===== src/verilog/ahfm_pkg.sv =====
/*
 package for the axis homing and fault mask block: register offsets,
 field positions, reset values, enumerations and carrier structs.
 assumes a single 25 MHz clock and synchronous active-high reset.
*/
package ahfm_pkg;
  localparam int unsigned ADDR_W = 8;
  localparam int unsigned POS_W = 32;
  localparam int unsigned SPD_W = 16;
  localparam logic [ADDR_W-1:0] OFF_CTRL = 8'h00;
  localparam logic [ADDR_W-1:0] OFF_CMD = 8'h04;
  localparam logic [ADDR_W-1:0] OFF_STATUS = 8'h08;
  localparam logic [ADDR_W-1:0] OFF_IRQ_STAT = 8'h0c;
  localparam logic [ADDR_W-1:0] OFF_IRQ_MASK = 8'h10;
  localparam logic [ADDR_W-1:0] OFF_FORCE_VAL = 8'h14;
  localparam logic [ADDR_W-1:0] OFF_RECAL_VAL = 8'h18;
  localparam logic [ADDR_W-1:0] OFF_RECAL_THR = 8'h1c;
  localparam logic [ADDR_W-1:0] OFF_AUTO_SPEED = 8'h20;
  localparam logic [ADDR_W-1:0] OFF_MANUAL_SPEED = 8'h24;
  localparam logic [ADDR_W-1:0] OFF_SCALE = 8'h28;
  localparam logic [ADDR_W-1:0] OFF_POSITION = 8'h2c;
  localparam logic [ADDR_W-1:0] OFF_FAULT_WORD = 8'h30;
  localparam logic [ADDR_W-1:0] OFF_SPEED = 8'h34;
  // ctrl fields
  localparam int unsigned CTRL_DIR_NEG = 0;
  localparam int unsigned CTRL_LONG_CAM = 1;
  localparam int unsigned CTRL_USE_ZERO = 2;
  localparam int unsigned CTRL_MANUAL = 3;
  localparam int unsigned CTRL_ROLLOVER = 4;
  localparam int unsigned CTRL_RECAL_EN = 5;
  localparam int unsigned CTRL_MASK_LSB = 8;
  localparam int unsigned CTRL_W = 12;
  localparam logic [CTRL_W-1:0] CTRL_RESET = 12'h000;
  // command codes written to the command register
  localparam logic [4:0] CMD_AUTO_HOME = 5'h0e;
  localparam logic [4:0] CMD_MANUAL_HOME = 5'h10;
  localparam logic [4:0] CMD_AUTO_FORCE = 5'h11;
  localparam logic [4:0] CMD_MANUAL_FORCE = 5'h12;
  localparam logic [4:0] CMD_STOP = 5'h13;
  // interrupt status bits
  localparam int unsigned IRQ_HOMED = 0;
  localparam int unsigned IRQ_NO_ZERO = 1;
  localparam int unsigned IRQ_REFUSED = 2;
  localparam int unsigned IRQ_RECAL_ERR = 3;
  localparam int unsigned IRQ_FAULT = 4;
  localparam int unsigned IRQ_W = 5;
  localparam logic [IRQ_W-1:0] IRQ_RESET = 5'h00;
  localparam logic [POS_W-1:0] POS_RESET = 32'h0000_0000;
  localparam logic [SPD_W-1:0] SPD_RESET = 16'h0000;
  localparam logic [7:0] SCALE_RESET = 8'h80;
  localparam int unsigned SCALE_SHIFT = 7;
  localparam int unsigned SLOW_SHIFT = 3;
  typedef enum logic [2:0] {
    AHFM_IDLE, AHFM_APPROACH, AHFM_ON_CAM, AHFM_FIND_EXIT, AHFM_STOP
  } ahfm_state_t;
  typedef struct packed {
    logic drive_fault;
    logic encoder_supply_fault;
    logic emergency_stop_fault;
    logic aux_supply_fault;
  } ahfm_mfault_t;
  typedef struct packed {
    logic cam;
    logic zero_marker;
    logic detector;
    logic enc_up;
    logic enc_down;
  } ahfm_field_t;
endpackage : ahfm_pkg


===== src/verilog/ahfm_axis.sv =====
/*
 axis homing and fault mask logic for one servo axis channel.
 assumes field inputs synchronous to clk, encoder already decoded to
 up/down count pulses, and a register port with read data one cycle later.
*/
// Implementation choices: the placing of the registers and the plain strobed port.
`timescale 1ns/1ps
`default_nettype none
module ahfm_axis (
  input wire logic clk,
  input wire logic rst,
  input wire logic ce,
  input wire logic [ahfm_pkg::ADDR_W-1:0] addr,
  input wire logic [31:0] wdata,
  input wire logic wr,
  input wire logic rd,
  output logic [31:0] rdata,
  input wire ahfm_pkg::ahfm_field_t field,
  input wire ahfm_pkg::ahfm_mfault_t mfault,
  input wire logic [3:0] other_fault,
  output logic [ahfm_pkg::SPD_W-1:0] speed_cmd,
  output logic move_neg,
  output logic moving,
  output logic drive_enable,
  output logic referenced,
  output logic channel_error_bit,
  output logic axis_fault_flag,
  output logic axis_ok_flag,
  output logic hw_error_flag,
  output logic irq
);
  import ahfm_pkg::*;

  // ********************************
  // registers and state
  // ********************************
  logic [CTRL_W-1:0] ctrl;
  logic [IRQ_W-1:0] irq_stat;
  logic [IRQ_W-1:0] irq_mask;
  logic [POS_W-1:0] force_val;
  logic [POS_W-1:0] recal_val;
  logic [POS_W-1:0] recal_thr;
  logic [SPD_W-1:0] auto_speed;
  logic [SPD_W-1:0] manual_speed;
  logic [7:0] speed_scale_coeff;
  logic [POS_W-1:0] position;
  logic [7:0] channel_fault_word;
  logic homing_manual;
  logic zero_seen;
  logic cam_q;
  logic det_q;
  ahfm_state_t state;
  ahfm_state_t next_state;

  // ********************************
  // decode
  // ********************************
  wire we_ctrl = wr && addr == OFF_CTRL;
  wire we_cmd = wr && addr == OFF_CMD;
  wire we_irq_stat = wr && addr == OFF_IRQ_STAT;
  wire [4:0] cmd_code = wdata[4:0];
  wire dir_neg = ctrl[CTRL_DIR_NEG];
  wire long_cam = ctrl[CTRL_LONG_CAM];
  wire use_zero = ctrl[CTRL_USE_ZERO];
  wire [3:0] hw_fault_mask = ctrl[CTRL_MASK_LSB +: 4];
  wire [3:0] raw_mfault = {mfault.drive_fault, mfault.encoder_supply_fault,
                           mfault.emergency_stop_fault, mfault.aux_supply_fault};
  wire [3:0] unmasked_mfault = raw_mfault & ~hw_fault_mask;
  wire [7:0] raw_fault = {raw_mfault, other_fault};
  wire [7:0] vis_fault = {unmasked_mfault, other_fault};
  wire any_raw_fault = |raw_fault;
  wire any_vis_fault = |vis_fault;

  wire is_home_cmd = we_cmd && (cmd_code == CMD_AUTO_HOME || cmd_code == CMD_MANUAL_HOME);
  wire is_force_cmd = we_cmd && (cmd_code == CMD_AUTO_FORCE || cmd_code == CMD_MANUAL_FORCE);
  wire is_stop_cmd = we_cmd && cmd_code == CMD_STOP;
  wire long_illegal = long_cam && ctrl[CTRL_ROLLOVER];
  wire home_ok = is_home_cmd && state == AHFM_IDLE && !any_raw_fault && !long_illegal;
  wire home_refused = is_home_cmd && !home_ok;
  wire cmd_manual = cmd_code == CMD_MANUAL_HOME;

  wire cam_rise = field.cam && !cam_q;
  wire cam_fall = !field.cam && cam_q;
  wire det_rise = field.detector && !det_q;

  // ********************************
  // speed selection
  // ********************************
  function automatic logic [SPD_W-1:0] scale_speed(input logic [SPD_W-1:0] base, input logic [7:0] k);
    logic [SPD_W+7:0] prod;
    prod = base * k;
    scale_speed = prod[SCALE_SHIFT +: SPD_W];
  endfunction : scale_speed

  wire [SPD_W-1:0] base_f = scale_speed(homing_manual ? manual_speed : auto_speed, speed_scale_coeff);
  wire [SPD_W-1:0] slow_f = base_f >> SLOW_SHIFT;
  // final-phase speed: short cam positive keeps F, all else F/8
  wire [SPD_W-1:0] final_f = (!long_cam && !dir_neg) ? base_f : slow_f;
  wire [SPD_W-1:0] next_speed = (state == AHFM_APPROACH) ? base_f :
                                (state == AHFM_ON_CAM || state == AHFM_FIND_EXIT) ? final_f : SPD_RESET;

  // final direction: long cam backs off the cam the opposite way
  wire next_move_neg = (state == AHFM_FIND_EXIT && long_cam) ? !dir_neg : dir_neg;

  // ********************************
  // homing sequence
  // ********************************
  // home condition: zero marker seen on a short cam or past a long cam, or cam falling edge when marker unused
  wire ref_event = (state == AHFM_ON_CAM && !long_cam && use_zero && field.zero_marker) ||
                   (state == AHFM_ON_CAM && !long_cam && !use_zero && cam_fall) ||
                   (state == AHFM_FIND_EXIT && !use_zero && cam_fall) ||
                   (state == AHFM_FIND_EXIT && use_zero && !field.cam && field.zero_marker);
  // whole short cam crossed without a marker
  wire no_zero_err = state == AHFM_ON_CAM && !long_cam && use_zero && cam_fall && !zero_seen;

  always_comb begin
    next_state = state;
    case (state)
      AHFM_IDLE: begin
        if (home_ok) begin
          next_state = field.cam ? (long_cam ? AHFM_FIND_EXIT : AHFM_ON_CAM) : AHFM_APPROACH;
        end
      end
      AHFM_APPROACH: begin
        if (cam_rise) begin
          next_state = long_cam ? AHFM_FIND_EXIT : AHFM_ON_CAM;
        end
      end
      AHFM_ON_CAM: begin
        if (ref_event || no_zero_err) begin
          next_state = AHFM_STOP;
        end
      end
      AHFM_FIND_EXIT: begin
        if (ref_event) begin
          next_state = AHFM_STOP;
        end
      end
      AHFM_STOP: next_state = AHFM_IDLE;
      default: next_state = AHFM_IDLE;
    endcase
    if (any_raw_fault || is_stop_cmd) begin
      next_state = AHFM_IDLE;
    end
  end

  // ********************************
  // position and recalibration
  // ********************************
  wire [POS_W-1:0] counted = field.enc_up && !field.enc_down ? position + 32'h1 :
                             field.enc_down && !field.enc_up ? position - 32'h1 : position;
  wire recal_hit = ctrl[CTRL_RECAL_EN] && referenced && det_rise;
  wire [POS_W-1:0] recal_diff = counted > recal_val ? counted - recal_val : recal_val - counted;
  wire recal_err = recal_hit && recal_diff > recal_thr;
  wire [POS_W-1:0] next_position = is_force_cmd ? force_val :
                                   ref_event ? POS_RESET :
                                   recal_hit ? recal_val :
                                   referenced ? counted : position;
  wire next_referenced = (is_force_cmd || ref_event) ? 1'b1 :
                         (no_zero_err || home_ok) ? 1'b0 : referenced;

  wire [IRQ_W-1:0] irq_events;
  assign irq_events[IRQ_HOMED] = ref_event;
  assign irq_events[IRQ_NO_ZERO] = no_zero_err;
  assign irq_events[IRQ_REFUSED] = home_refused;
  assign irq_events[IRQ_RECAL_ERR] = recal_err;
  assign irq_events[IRQ_FAULT] = any_vis_fault;
  // set wins over the write-one clear
  wire [IRQ_W-1:0] next_irq_stat = (irq_stat & ~(we_irq_stat ? wdata[IRQ_W-1:0] : IRQ_RESET)) | irq_events;

  // ********************************
  // read mux
  // ********************************
  wire [31:0] next_rdata =
      addr == OFF_CTRL ? {20'h0, ctrl} :
      addr == OFF_STATUS ? {24'h0, 1'b0, state == AHFM_IDLE ? 1'b0 : 1'b1, hw_error_flag, axis_ok_flag,
                            axis_fault_flag, channel_error_bit, zero_seen, referenced} :
      addr == OFF_IRQ_STAT ? {27'h0, irq_stat} :
      addr == OFF_IRQ_MASK ? {27'h0, irq_mask} :
      addr == OFF_FORCE_VAL ? force_val :
      addr == OFF_RECAL_VAL ? recal_val :
      addr == OFF_RECAL_THR ? recal_thr :
      addr == OFF_AUTO_SPEED ? {16'h0, auto_speed} :
      addr == OFF_MANUAL_SPEED ? {16'h0, manual_speed} :
      addr == OFF_SCALE ? {24'h0, speed_scale_coeff} :
      addr == OFF_POSITION ? position :
      addr == OFF_FAULT_WORD ? {24'h0, channel_fault_word} :
      addr == OFF_SPEED ? {16'h0, speed_cmd} : 32'h0;

  // ********************************
  // flops
  // ********************************
  always_ff @(posedge clk) begin
    if (rst) begin
      ctrl <= CTRL_RESET;
      irq_mask <= IRQ_RESET;
      force_val <= POS_RESET;
      recal_val <= POS_RESET;
      recal_thr <= POS_RESET;
      auto_speed <= SPD_RESET;
      manual_speed <= SPD_RESET;
      speed_scale_coeff <= SCALE_RESET;
    end else if (ce && wr) begin
      if (we_ctrl) ctrl <= wdata[CTRL_W-1:0];
      if (addr == OFF_IRQ_MASK) irq_mask <= wdata[IRQ_W-1:0];
      if (addr == OFF_FORCE_VAL) force_val <= wdata;
      if (addr == OFF_RECAL_VAL) recal_val <= wdata;
      if (addr == OFF_RECAL_THR) recal_thr <= wdata;
      if (addr == OFF_AUTO_SPEED) auto_speed <= wdata[SPD_W-1:0];
      if (addr == OFF_MANUAL_SPEED) manual_speed <= wdata[SPD_W-1:0];
      if (addr == OFF_SCALE) speed_scale_coeff <= wdata[7:0];
    end
  end

  always_ff @(posedge clk) begin
    if (rst) begin
      state <= AHFM_IDLE;
      homing_manual <= 1'b0;
      zero_seen <= 1'b0;
      cam_q <= 1'b0;
      det_q <= 1'b0;
      position <= POS_RESET;
      referenced <= 1'b0;
      irq_stat <= IRQ_RESET;
      rdata <= 32'h0;
      speed_cmd <= SPD_RESET;
      move_neg <= 1'b0;
      moving <= 1'b0;
    end else if (ce) begin
      state <= next_state;
      if (home_ok) homing_manual <= cmd_manual;
      zero_seen <= home_ok ? 1'b0 : zero_seen | (field.cam && field.zero_marker);
      cam_q <= field.cam;
      det_q <= field.detector;
      position <= next_position;
      referenced <= next_referenced;
      irq_stat <= next_irq_stat;
      rdata <= rd ? next_rdata : 32'h0;
      speed_cmd <= any_raw_fault ? SPD_RESET : next_speed;
      move_neg <= next_move_neg;
      moving <= !any_raw_fault && next_speed != SPD_RESET;
    end
  end

  // masked faults neither raise the error bit nor reach the fault word
  always_ff @(posedge clk) begin
    if (rst) begin
      channel_fault_word <= 8'h00;
      channel_error_bit <= 1'b0;
      axis_fault_flag <= 1'b0;
      axis_ok_flag <= 1'b0;
      hw_error_flag <= 1'b0;
      drive_enable <= 1'b0;
      irq <= 1'b0;
    end else if (ce) begin
      channel_fault_word <= vis_fault;
      channel_error_bit <= any_vis_fault || (|(irq_stat[IRQ_RECAL_ERR:IRQ_NO_ZERO]));
      axis_fault_flag <= any_raw_fault;
      axis_ok_flag <= !any_raw_fault;
      hw_error_flag <= any_raw_fault;
      drive_enable <= !any_raw_fault;
      irq <= |(next_irq_stat & irq_mask);
    end
  end
endmodule : ahfm_axis
`default_nettype wire


===== config.mk =====
export PLATFORM = sky130hd
export DESIGN_NAME = ahfm_axis
export DESIGN_NICKNAME = d
export VERILOG_FILES = /design/src/verilog/ahfm_pkg.sv /design/src/verilog/ahfm_axis.sv
export SDC_FILE = /design/constraint.sdc
export NUM_CORES = 1
export LEC_CHECK = 0
export BUFFER_PORTS_ARGS = -buffer_cell sky130_fd_sc_hd__buf_2
export CAP_MARGIN = 10
export CORE_ASPECT_RATIO = 0.8
export CORE_UTILIZATION = 40
export CTS_BUF_LIST = sky130_fd_sc_hd__clkbuf_2 sky130_fd_sc_hd__clkbuf_4 sky130_fd_sc_hd__clkbuf_8
export DETAILED_ROUTE_END_ITERATION = 16
export MAX_ROUTING_LAYER = met4
export SYNTH_ARGS = -nofsm -noshare
export SYNTH_HDL_FRONTEND = slang
export SYNTH_SLANG_ARGS = --single-unit

===== constraint.sdc =====
create_clock -name clk -period 9.9 [get_ports clk]
set_clock_uncertainty 0.2 [all_clocks]
set_input_delay 0.99 -clock clk [delete_from_list [all_inputs] [get_ports clk]]
set_output_delay 0.99 -clock clk [all_outputs]
set_load 0.03 [all_outputs]

==> out/metrics.cfg <==
[outcome]
status=complete, no violations

[logic_synthesis]
synth.ff_latch_count=260
synth_top_area_share_pct=24.9
syn_area_sq_um=20900
synthCells=2802
syn-num-nets=3081
yosys_warnings=0
synth_top_area_cell=dfxtp_1
avgSynthCellArea_sq_um=7.45
netlist_top_cells_area=dfxtp_1 (25%), nand2_1 (9.1%), ha_1 (8.2%)
synth_ff_type=dfxtp_1
ys_types=84
async_reset_ff_share_pct=0
seq_area_frac_synth_pct=24.9
synth_edf_count=0

[clocking]
htree_levels=2
cts_tree=done
clockBufferDepth=3
cts.sinks=260
hold_buffers=0
cts_setup_buffers=0
clockRootBuffer=clkbuf_8
clk_pin_slew_ns=0.06
cts_buffers=47
ctsResizeCount=0
clock_latency_ns=0.65

[power]
ir_worst_vdd_mv=0.102
power_leakage_nw=8.95
powerDensity_nw_per_um2=117

[placed_design]
placed_cell_area_sq_um=21900
place.gp.congestion=1.01
dp_hpwl_um=61200
numPortBuffers=114

[grt]
antenna_found_initial=6
grt_first_pass_wirelength_um=124000
grt_pass1_vias=19900
grt-ovfl-total=0
grt_max_degree=94
grt_usage_pct=31.2

[critical_path]
slowest_delay_ns=0.76
regToRegSetupSlack_ns=1.05
required_ns=10.17
slowest_stage=nor4_1
worstSetupPathType=register to register
end_kind=register
cp-start-kind=register
path_max_fanout=17
crit_arrival_ns=9.12

[timing]
slew_headroom_pct=21.1
hold_ws_ns=0.260
post-route-period-util_pct=89.4
max_freq_mhz=113
rsz0062_at_grt=false
hold_viol_final=0
finalMaxSlewViolations=0
setup-tns-final_ns=0
finalSetupViolCount=0
fin_crit_ns=8.85
max_slew.worst_pin.slew_ns=1.18

[die]
die_x_um=257
ios=115
num_rows=74
die-area_sq_um=53100
core_area_sq_um=51300
die_y_um=206
initial_core_util_pct=40.7

[drt]
vias_per_cell=6.03
vias=21300
drc=0
routedWlPerCell_um=23.0
ant_nets=0
routed_wl_um=81400
first_pass_iters=9
drt-initial-drc-count=2648

[worst_hold_path]
hold_class=register to register

[cells_and_area]
post-route-cell-area_sq_um=23000
drive_above_1_share_pct=10.1
areaGrowthSynthToFinish_pct=9.92
nets=3093

[flow_run]
max_cap_violations=0

## cell families after synthesis
group	after synthesis	synth area share, %
compound gates	773	23.4
xor+xnor	80	3.36
fa+ha+maj	221	16.3
buf+inv	380	6.96
flops	260	24.9
mux	51	2.59
simple gates	1037	22.5
## metal layers
layer | vias to the layer above | global-route usage (%) | wire length, um
met4 | 0 | 8.01 | 1750
met3 | 106 | 4.34 | 7760
met2 | 1094 | 43.6 | 33300
met5 | - | - | 0
met1 | 10400 | 46.4 | 38600
li1 | 9770 | - | -
## metrics by stage
stage	power (mW)	setup WS [ns]	utilization, %	cells
2_1_floorplan	1.41	2.68	-	2802
3_3_place_gp	1.54	1.09	42.7	3449
3_5_place_dp	1.55	0.880	42.7	3449
4_1_cts	2.69	1.20	44.7	3533
5_1_grt	2.79	0.528	44.7	3534
6_report	2.69	1.05	44.7	3539
## registers in the layout, summed over array words and instances, names as in the netlist, 3 cells and up
signal,flops
recal_thr,32
ctrl,12
position,32
auto_speed,16
state,3
rdata,32
speed_scale_coeff,8
channel_fault_word,8
manual_speed,16
recal_val,32
irq_stat,5
speed_cmd,16
force_val,32
irq_mask,5
## path summary, 6_finish.rpt
kind / start / to / cells after the start
max: position[8] / irq / 25
min: ctrl[6] / ctrl[6] / 2
max reg2reg: position[8] / irq / 25
min reg2reg: ctrl[6] / ctrl[6] / 2
## report_power, final
part           total [mW]  leakage, nW  internal [mW]  switching [mW]
clock                1.15        0.554          0.651           0.498
combinational       0.483         6.30          0.177           0.306
sequential           1.06         2.10           1.05         0.00492
## Yosys cell counts, types with 21 or more instances
cell / count
inv_1: 196
nand2_1: 504
nand3_1: 61
nor2_1: 196
a21oi_1: 331
nor3_1: 49
o211ai_1: 23
xor2_1: 26
fa_1: 84
ha_1: 137
o21ai_0: 83
xnor2_1: 54
nor2b_1: 21
and3_1: 21
a22oi_1: 86
and2_1: 60
a21o_1: 45
dfxtp_1: 260
a211oi_1: 47
a31oi_1: 23
mux2i_1: 31
clkbuf_1: 165
nand4_1: 28
## cells in the final DEF (no fill, tap or decap), types with 13 or more instances in the layout
cell and instances:
a211oi_1 47, a21o_1 45, a21oi_1 331, a222oi_1 15, a22oi_1 86, a31oi_1 23
and2_1 60, and3_1 21, buf_2 113, buf_4 32, clkbuf_4 16, clkbuf_8 60
dfxtp_1 260, fa_1 84, ha_1 137, inv_1 196, mux2_2 18, mux2i_1 31
nand2_1 501, nand2b_1 13, nand3_1 61, nand4_1 28, nor2_1 190, nor2b_1 21
nor3_1 45, nor4_1 18, o211ai_1 23, o21a_1 13, o21ai_0 82, o21bai_1 15
xnor2_1 54, xor2_1 26
## worst max-delay path, delay by kind of cell (launching register included)
family	cells	cell delay, ns
DFF	1	0.39
and+or+nand+nor	10	3.43
buffers and inverters	1	0.08
xor gates and xnor gates	2	0.34
muxes	1	0.42
adders and majority gates	2	0.85
AOI/OAI and AO/OA	9	2.96
## area by class of cell
class / instances / area [sq um]
diodes: 6 / 15.0
clock buffers: 75 / 932
clock inverters: 9 / 114
fillers: 5338 / 28300
inverters: 197 / 739
multi-input cells: 2162 / 14300
flip-flops and latches: 260 / 5200
well taps: 684 / 856
repair buffers: 146 / 820
No activity file was read; power rests on OpenSTA's default activity.
